$ cat src/core/clk_filt_pkg.sv
// constants and carriers for the converter clock and filter control block
package clk_filt_pkg;
  localparam int unsigned OSC_HZ         = 16000000;
  localparam int unsigned SYS_HZ         = 250000000;
  localparam int unsigned SINC5_RATE_SPS = 250000;
  localparam int unsigned SETTLE_ONCE_SPS = 10000;
  localparam int unsigned SINC3_SETTLE_N = 3;
  localparam int unsigned DIRECT_MULT    = 32;
  localparam int unsigned MOD_DIV        = 2;
  // master clock cycles per sinc5 output (mclk/2 modulator, /32 in sinc5)
  localparam int unsigned SINC5_MCLK     = OSC_HZ / SINC5_RATE_SPS;
  // system cycles per half period of the internal 16 MHz source, rounded down
  localparam int unsigned OSC_HALF_CYC   = SYS_HZ / (2 * OSC_HZ) < 1 ? 1 : SYS_HZ / (2 * OSC_HZ);
  // sinc1 decimation at or above which the sinc5+sinc1 path settles at once
  localparam int unsigned SINC1_SETTLE_MIN = SINC5_RATE_SPS / SETTLE_ONCE_SPS;

  // clock source select field
  localparam logic [1:0] CLK_SRC_INT     = 2'h0;
  localparam logic [1:0] CLK_SRC_INT_OUT = 2'h1;
  localparam logic [1:0] CLK_SRC_EXT     = 2'h2;
  localparam logic [1:0] CLK_SRC_XTAL    = 2'h3;
  localparam logic [1:0] CLK_SRC_RST     = CLK_SRC_INT;

  // filter type field
  localparam logic [1:0] FILT_SINC5_SINC1 = 2'h0;
  localparam logic [1:0] FILT_ENHANCED    = 2'h2;
  localparam logic [1:0] FILT_SINC3       = 2'h3;

  // filter_config layout
  localparam int unsigned FC_DIRECT_BIT = 15;
  localparam int unsigned FC_TYPE_LSB   = 5;
  localparam int unsigned FC_RATE_LSB   = 0;
  localparam int unsigned FC_RATE_W     = 5;
  localparam logic [15:0] FC_RST        = 16'h0000;

  // register bus
  localparam logic [3:0] ADDR_MODE    = 4'h0;
  localparam logic [3:0] ADDR_FC0     = 4'h1;
  localparam logic [3:0] ADDR_FC1     = 4'h2;
  localparam logic [3:0] ADDR_CHAN    = 4'h3;
  localparam logic [3:0] ADDR_STATUS  = 4'h4;
  localparam logic [3:0] ADDR_MASK    = 4'h5;
  localparam logic [3:0] ADDR_DATA    = 4'h6;
  localparam logic [3:0] ADDR_INFO    = 4'h7;
  localparam int unsigned MODE_SETTLE_BIT = 4;
  localparam int unsigned MODE_CLK_LSB    = 2;
  localparam int unsigned ST_RDY_BIT  = 0;
  localparam int unsigned ST_SRC_BIT  = 1;

  typedef struct packed {
    logic [3:0]  addr;
    logic [15:0] wdata;
    logic        wr;
    logic        rd;
  } bus_req_t;

  typedef struct packed {
    logic in;
    logic out;
    logic oe;
  } pin_t;
endpackage

$ cat src/core/clk_filt_ctrl.sv
// master clock source selection and decimation filter rate/settling control
//
// Implementation choices: the register offsets and the strobed register port.
`timescale 1ns/1ps
// Overview of operation
// - after reset the internal 16 MHz oscillator is the master clock.
// - a source setting drives the internal clock out on the clock pin.
// - external mode takes the clock pin edges as master clock.
// - three filter types: sinc5+sinc1, sinc3, enhanced 50/60 Hz.
// - each channel's conversion timing uses its own setup's filter type and rate; filter_type_o shows setup 0.
// - sinc5 output fixed at 250 kSPS; sinc1 decimation sets final rate.
// - sinc5+sinc1 at 10 kSPS or lower settles in one conversion.
// - sinc3 settling is three output periods.
// - direct-decimation bit remaps filter config; other options ignored.
// - direct mode rate is modulator rate over 32 times config bits 14:0.
// - modulator runs at half the master clock.
// - settle-once mode stretches output period to the settling time.
// - settle-once has no effect on sinc5+sinc1 at 10 kSPS or lower.
// - without settle-once, sinc3 needs three conversions after a step.
// - in settle-once mode ready pulses at the reduced rate.
// - two-bit source select field; internal source after reset.
// - all rates scale with the master clock actually supplied.
module clk_filt_ctrl #(
  parameter int unsigned DATA_W = 24
) (
  input  wire logic                     clock_i,
  input  wire logic                     arst_n_i,
  input  wire clk_filt_pkg::bus_req_t   bus_i,
  output logic [15:0]                   rdata_o,
  input  wire logic                     clock_io_pin_i,
  output logic                          clock_io_pin_o,
  output logic                          clock_io_pin_oe_o,
  input  wire logic                     crystal_input_pin_i,
  input  wire logic [DATA_W-1:0]        sample_i,
  output logic                          modulator_rate_o,
  output logic [1:0]                    filter_type_o,
  output logic                          data_ready_o,
  output logic [DATA_W-1:0]             data_o,
  output logic                          irq_o
);
  import clk_filt_pkg::*;

  typedef struct packed {
    logic [2:0]        ext_sync;
    logic [2:0]        xtal_sync;
    logic              ext_lvl;
    logic              xtal_lvl;
    logic [7:0]        osc_cnt;
    logic              osc_clk;
    logic              mclk_div;
    logic [1:0]        clk_src;
    logic              settle_once_mode;
    logic [15:0]       filter_config0;
    logic [15:0]       filter_config1;
    logic              chan;
    logic [20:0]       mclk_cnt;
    logic [1:0]        settle_cnt;
    logic [1:0]        status;
    logic [1:0]        mask;
    logic [DATA_W-1:0] data;
    logic              ready;
    logic              mod_clk;
    logic [15:0]       rdata;
    logic              irq;
    logic              pin_out;
    logic              pin_oe;
    logic [1:0]        ftype;
  } state_t;

  state_t st_r;
  state_t st_nxt;

  // master clock cycles per conversion for a given setup
  function automatic logic [20:0] period_mclk(input logic [15:0] fc);
    logic [20:0] p;
    logic [1:0]  ty;
    p  = '0;
    ty = fc[FC_TYPE_LSB +: 2];
    if (fc[FC_DIRECT_BIT]) begin
      // mclk = 2 * modulator clocks; 32 modulator clocks per count
      p = 21'(MOD_DIV * DIRECT_MULT) * 21'(fc[14:0]);
    end else if (ty == FILT_SINC5_SINC1) begin
      // sinc5 fixed, sinc1 decimates by 2^rate
      p = 21'(SINC5_MCLK) << fc[FC_RATE_LSB +: 4];
    end else begin
      p = 21'(SINC5_MCLK) << (fc[FC_RATE_LSB +: 4] + 4'h1);
    end
    if (p == '0) begin
      p = 21'(SINC5_MCLK);
    end
    return p;
  endfunction

  // conversions needed for a settled result
  function automatic logic [1:0] settle_periods(input logic [15:0] fc);
    logic [1:0] n;
    n = 2'(SINC3_SETTLE_N);
    if (!fc[FC_DIRECT_BIT] && fc[FC_TYPE_LSB +: 2] == FILT_SINC5_SINC1) begin
      // one conversion at 10 kSPS or lower
      n = ((21'h1 << fc[FC_RATE_LSB +: 4]) >= 21'(SINC1_SETTLE_MIN)) ? 2'h1 : 2'h2;
    end
    return n;
  endfunction

  logic [15:0] fc_sel;
  logic        mclk_edge;
  logic        ext_rise;
  logic        xtal_rise;
  logic        osc_rise;
  logic [1:0]  need;

  always_comb begin
    st_nxt = st_r;
    // three-stage synchronisers; act once stages two and three agree
    st_nxt.ext_sync  = {st_r.ext_sync[1:0], clock_io_pin_i};
    st_nxt.xtal_sync = {st_r.xtal_sync[1:0], crystal_input_pin_i};
    if (st_r.ext_sync[2] == st_r.ext_sync[1]) begin
      st_nxt.ext_lvl = st_r.ext_sync[2];
    end
    if (st_r.xtal_sync[2] == st_r.xtal_sync[1]) begin
      st_nxt.xtal_lvl = st_r.xtal_sync[2];
    end
    ext_rise  = st_nxt.ext_lvl & ~st_r.ext_lvl;
    xtal_rise = st_nxt.xtal_lvl & ~st_r.xtal_lvl;

    // internal oscillator model from the system clock
    osc_rise = 1'b0;
    if (st_r.osc_cnt == 8'(OSC_HALF_CYC - 1)) begin
      st_nxt.osc_cnt = '0;
      st_nxt.osc_clk = ~st_r.osc_clk;
      osc_rise       = ~st_r.osc_clk;
    end else begin
      st_nxt.osc_cnt = st_r.osc_cnt + 8'h1;
    end

    // source mux for master clock edge
    case (st_r.clk_src)
      CLK_SRC_INT:     mclk_edge = osc_rise;
      CLK_SRC_INT_OUT: mclk_edge = osc_rise;
      CLK_SRC_EXT:     mclk_edge = ext_rise;
      CLK_SRC_XTAL:    mclk_edge = xtal_rise;
      default:         mclk_edge = osc_rise;
    endcase
    st_nxt.pin_oe  = (st_r.clk_src == CLK_SRC_INT_OUT);
    st_nxt.pin_out = st_nxt.pin_oe & st_r.osc_clk;

    fc_sel = st_r.chan ? st_r.filter_config1 : st_r.filter_config0;
    need   = settle_periods(fc_sel);

    st_nxt.ready = 1'b0;
    if (mclk_edge) begin
      st_nxt.mclk_div = ~st_r.mclk_div;
      st_nxt.mod_clk  = ~st_r.mclk_div;
      // rates count master edges, so they scale with the source
      if (st_r.mclk_cnt >= period_mclk(fc_sel) - 21'h1) begin
        st_nxt.mclk_cnt = '0;
        if (!st_r.settle_once_mode || need == 2'h1 || st_r.settle_cnt >= need - 2'h1) begin
          // full-rate output; in settle-once only settled ones
          st_nxt.settle_cnt = '0;
          st_nxt.ready      = 1'b1;
          st_nxt.data       = sample_i;
        end else begin
          st_nxt.settle_cnt = st_r.settle_cnt + 2'h1;
        end
      end else begin
        st_nxt.mclk_cnt = st_r.mclk_cnt + 21'h1;
      end
    end

    // sticky status, set wins over clear
    if (bus_i.wr && bus_i.addr == ADDR_STATUS) begin
      st_nxt.status = st_r.status & ~bus_i.wdata[1:0];
    end
    if (st_nxt.ready) begin
      st_nxt.status[ST_RDY_BIT] = 1'b1;
    end
    if (ext_rise && st_r.clk_src == CLK_SRC_EXT) begin
      st_nxt.status[ST_SRC_BIT] = 1'b1;
    end

    if (bus_i.wr) begin
      case (bus_i.addr)
        ADDR_MODE: begin
          st_nxt.clk_src          = bus_i.wdata[MODE_CLK_LSB +: 2];
          st_nxt.settle_once_mode = bus_i.wdata[MODE_SETTLE_BIT];
        end
        ADDR_FC0: st_nxt.filter_config0 = bus_i.wdata;
        ADDR_FC1: st_nxt.filter_config1 = bus_i.wdata;
        ADDR_CHAN: st_nxt.chan = bus_i.wdata[0];
        ADDR_MASK: st_nxt.mask = bus_i.wdata[1:0];
        default: st_nxt.mask = st_r.mask;
      endcase
      // new setup or source restarts the conversion, no stale short period
      if (bus_i.addr == ADDR_MODE || bus_i.addr == ADDR_FC0 ||
          bus_i.addr == ADDR_FC1 || bus_i.addr == ADDR_CHAN) begin
        st_nxt.mclk_cnt   = '0;
        st_nxt.settle_cnt = '0;
      end
    end
    // effective type of setup 0, registered
    st_nxt.ftype = st_nxt.filter_config0[FC_DIRECT_BIT] ? FILT_SINC3
                   : st_nxt.filter_config0[FC_TYPE_LSB +: 2];

    st_nxt.rdata = '0;
    if (bus_i.rd) begin
      case (bus_i.addr)
        ADDR_MODE: begin
          st_nxt.rdata[MODE_CLK_LSB +: 2]  = st_r.clk_src;
          st_nxt.rdata[MODE_SETTLE_BIT]    = st_r.settle_once_mode;
        end
        ADDR_FC0:    st_nxt.rdata = st_r.filter_config0;
        ADDR_FC1:    st_nxt.rdata = st_r.filter_config1;
        ADDR_CHAN:   st_nxt.rdata = {15'h0000, st_r.chan};
        ADDR_STATUS: st_nxt.rdata = {14'h0000, st_r.status};
        ADDR_MASK:   st_nxt.rdata = {14'h0000, st_r.mask};
        ADDR_DATA:   st_nxt.rdata = st_r.data[DATA_W-1 -: 16];
        ADDR_INFO:   st_nxt.rdata = {st_r.settle_cnt, fc_sel[FC_TYPE_LSB +: 2], 12'h000};
        default:     st_nxt.rdata = '0;
      endcase
    end
    st_nxt.irq = |(st_nxt.status & st_nxt.mask);
  end

  always_ff @(posedge clock_i or negedge arst_n_i) begin
    if (!arst_n_i) begin
      st_r                <= '0;
      st_r.clk_src        <= CLK_SRC_RST;
      st_r.filter_config0 <= FC_RST;
      st_r.filter_config1 <= FC_RST;
    end else begin
      st_r <= st_nxt;
    end
  end

  assign rdata_o           = st_r.rdata;
  assign clock_io_pin_o    = st_r.pin_out;
  assign clock_io_pin_oe_o = st_r.pin_oe;
  assign modulator_rate_o  = st_r.mod_clk;
  assign filter_type_o     = st_r.ftype;
  assign data_ready_o      = st_r.ready;
  assign data_o            = st_r.data;
  assign irq_o             = st_r.irq;
endmodule

$ cat config.mk
export PLATFORM = sky130hd
export DESIGN_NAME = clk_filt_ctrl
export DESIGN_NICKNAME = d
export VERILOG_FILES = /design/src/core/clk_filt_pkg.sv /design/src/core/clk_filt_ctrl.sv
export SDC_FILE = /design/constraint.sdc
export NUM_CORES = 1
export LEC_CHECK = 0
export BUFFER_PORTS_ARGS = -buffer_cell sky130_fd_sc_hd__buf_2
export CORE_ASPECT_RATIO = 0.5
export CORE_MARGIN = 2
export CORE_UTILIZATION = 58
export CTS_CLUSTER_SIZE = 20
export DETAILED_ROUTE_END_ITERATION = 12
export GPL_TIMING_DRIVEN = 0
export HOLD_SLACK_MARGIN = 0.1
export PLACE_DENSITY = 0.85
export SYNTH_ARGS = -nofsm -noshare
export SYNTH_HDL_FRONTEND = slang
export SYNTH_SLANG_ARGS = --single-unit
$ cat constraint.sdc
create_clock -name clock_i -period 7.8 [get_ports clock_i]
set_clock_uncertainty 0.05 [all_clocks]
set_input_delay 1.56 -clock clock_i [delete_from_list [all_inputs] [get_ports clock_i]]
set_output_delay 1.56 -clock clock_i [all_outputs]
set_load 0.01 [all_outputs]
==> impl_metrics.json <==
{
  "grt_overflow": 0,
  "status": "complete, no violations",
  "slew_headroom_pct": 50.0,
  "crit_top_cell": "ha_1",
  "start_kind": "flip-flop",
  "yosys.area.top_type": "dfrtp_1",
  "syn_inst": 695,
  "powerDensity_nw_per_um2": 281,
  "ys_top_cells_by_area": "dfrtp_1, mux2_2, ha_1, buf_4, nor2_1",
  "synth_area_um2": 7240,
  "start_util_pct": 60.5,
  "n_antenna_cell": 0,
  "ys_seq_elements": 127,
  "fin_tns_setup_ns": 0,
  "crit_slowest_cell": "o32ai_1",
  "post_drt_via_cell_ratio": 5.83,
  "timing.critical_path.buf_inv": 8,
  "final_nets": 887,
  "final_area_um2": 8530,
  "areaGrowthSynthToFinish_pct": 17.8,
  "synth_top_area_share_pct": 43.9,
  "ys_async_sr_fraction_pct": 100,
  "hold_buffers": 0,
  "die_w_um": 162,
  "crit_path_max_incr_delay_ns": 0.56,
  "post_cts_resized": 0,
  "path_delay_family": "compound AO/OA/AOI/OAI gates",
  "dpl.hpwl_mm": 13.2,
  "tightest_slew_ns": 0.750,
  "wl_per_cell_um": 18.5,
  "finalCritPeriodShare_pct": 90.8,
  "clock_latency_ns": 0.42,
  "syn-num-nets": 772,
  "grt_pass1_wl_mm": 29.7,
  "yosysWarnings": 0,
  "p_total_mw": 2.40,
  "hold_violations": 0,
  "synthFlopType": "dfrtp_1",
  "grt_setup_unrepaired": "false",
  "critical_path_class": "flip-flop to flip-flop",
  "core_um2": 12000,
  "avgSynthCellArea_um2": 10.4,
  "synth_cell_type_count": 66,
  "leakage_nw": 4.20,
  "ys_seq_area_share_pct": 43.9,
  "cts_setup_buffers": 0,
  "drive_above_1_share_pct": 32.1,
  "cp.required_ns": 8.05,
  "synth_edf_count": 0,
  "crit_fanout": 10,
  "die_area_um2": 13500,
  "final_antenna_net_count": 0,
  "cts_tree": "done",
  "vias": 5762,
  "rows": 28,
  "cts-root-buf": "clkbuf_16",
  "endpoint_kind": "flip-flop",
  "antenna_found_initial": 0,
  "cts.clk_slew.worst_paths_ns": 0.07,
  "maxCapViolCount": 0,
  "wirelength_mm": 18.3,
  "gp_congestion": 0.945,
  "numClockSinks": 127,
  "first_iter_violations": 618,
  "cts_buffer_depth": 2,
  "remaining_drc_errors": 0,
  "die_h_um": 83.0,
  "setup_viol": 0,
  "io_buffers": 95,
  "h-tree-depth": 4,
  "grt_pass1_vias": 5816,
  "post_dp_cell_area_um2": 7960,
  "crit_arrival_ns": 7.33,
  "max-vdd-ir-drop_uv": 159,
  "max_freq_ghz": 0.141,
  "hp-class": "flip-flop to flip-flop",
  "cts_buffers": 17,
  "finalCriticalPeriod_ns": 7.09,
  "grt_usage_pct": 28.0,
  "pin_count": 97,
  "slew_viol_final": 0,
  "grt_max_degree": 65,
  "firstDrtPassIters": 6
}
[flip-flops by register name (all words and copies together), names as in the netlist]
signal,cells
clock_io_pin_o,1
clock_io_pin_oe_o,1
data_o,24
data_ready_o,1
filter_type_o,2
irq_o,1
modulator_rate_o,1
rdata_o,16
st_nxt,4
st_r,76
[cells in the mapped netlist, types with 10 or more instances]
master	number
a21o_1	11
a21oi_1	29
a22oi_1	19
and3_1	10
buf_4	42
clkbuf_1	16
dfrtp_1	127
ha_1	27
inv_1	15
mux2_2	62
mux2i_1	20
nand2_1	48
nand3_1	23
nand4_1	10
nor2_1	64
nor2b_1	10
xnor2_1	17
xor2_1	21
[worst paths after layout]
| path | from | endpoint | slack (ns) | cells after the start |
|---|---|---|---|---|
| max | st_r[74] | data_o[8] | 0.71 | 28 |
| min | st_nxt[123] | st_nxt[124] | 0.29 | 0 |
| max reg2reg | st_r[74] | data_o[8] | 0.71 | 28 |
| min reg2reg | st_nxt[123] | st_nxt[124] | 0.29 | 0 |
| max in group asynchronous | arst_n_i | st_r[87] | 5.92 | 2 |
| min in group asynchronous | arst_n_i | st_r[120] | 1.07 | 1 |
[cell type report]
class | instances | area [µm²]
Timing Repair Buffer | 96 | 509
Buffer | 71 | 477
Clock inverter | 14 | 146
Tap cell | 165 | 206
Sequential cell | 127 | 3180
Multi-Input combinational cell | 480 | 3520
Inverter | 17 | 63.8
Clock buffer | 18 | 429
Fill cell | 856 | 3450
[layout by cell type, fill, tap and decap left out, types with 3 or more instances in the layout]
cell and instances:
dfrtp_1 127, buf_2 100, nor2_1 64, mux2_2 62
nand2_1 48, buf_4 42, a21oi_1 29, ha_1 27
nand3_1 23, xor2_1 21, mux2i_1 20, a22oi_1 19
xnor2_1 17, clkbuf_1 17, clkbuf_16 17, inv_1 15
a21o_1 11, nor2b_1 10, and3_1 10, nand4_1 10
nand2b_1 9, nor3_1 9, o21ai_0 9, buf_6 7
a31oi_1 7, and2_1 6, o22ai_1 5, a211oi_1 5
inv_6 5, or3_1 4, a32oi_1 4, o32ai_1 4
or2_2 4, clkinvlp_4 4, o32a_1 3, inv_8 3
[power by group]
part	total, mW	switching, mW	internal [mW]
Sequential	0.795	0.0704	0.724
Clock	0.783	0.333	0.450
Combinational	0.824	0.474	0.350
[metrics by stage]
step,cells,setup WS (ns),hold WS [ns],utilization (%)
after floorplan,695,2.14,0.281,-
after global placement,955,1.11,0.283,66.1
after detailed placement,956,0.988,0.285,66.4
after CTS,988,0.931,0.290,71.2
after global routing,988,0.421,0.298,71.2
final,988,0.714,0.287,71.2
[kinds of logic after synthesis]
family                     share of synthesized area [%]
muxes                                               13.0
buffers and inverters                               7.46
AOI/OAI and AO/OA                                   11.7
DFF                                                 43.9
and+or+nand+nor                                     14.5
xor gates and xnor gates                            4.59
adders and majority gates                           4.94
[metal layers]
layer  wire length [µm]  up-vias  global-route usage, %
li1                   -     2663                      -
met1               8150     2845                   38.8
met2               8420      218                   43.2
met3               1410       36                   7.09
met4                296        0                   9.33
met5                  0        -                      0
Power figures use the tool's default switching activity.
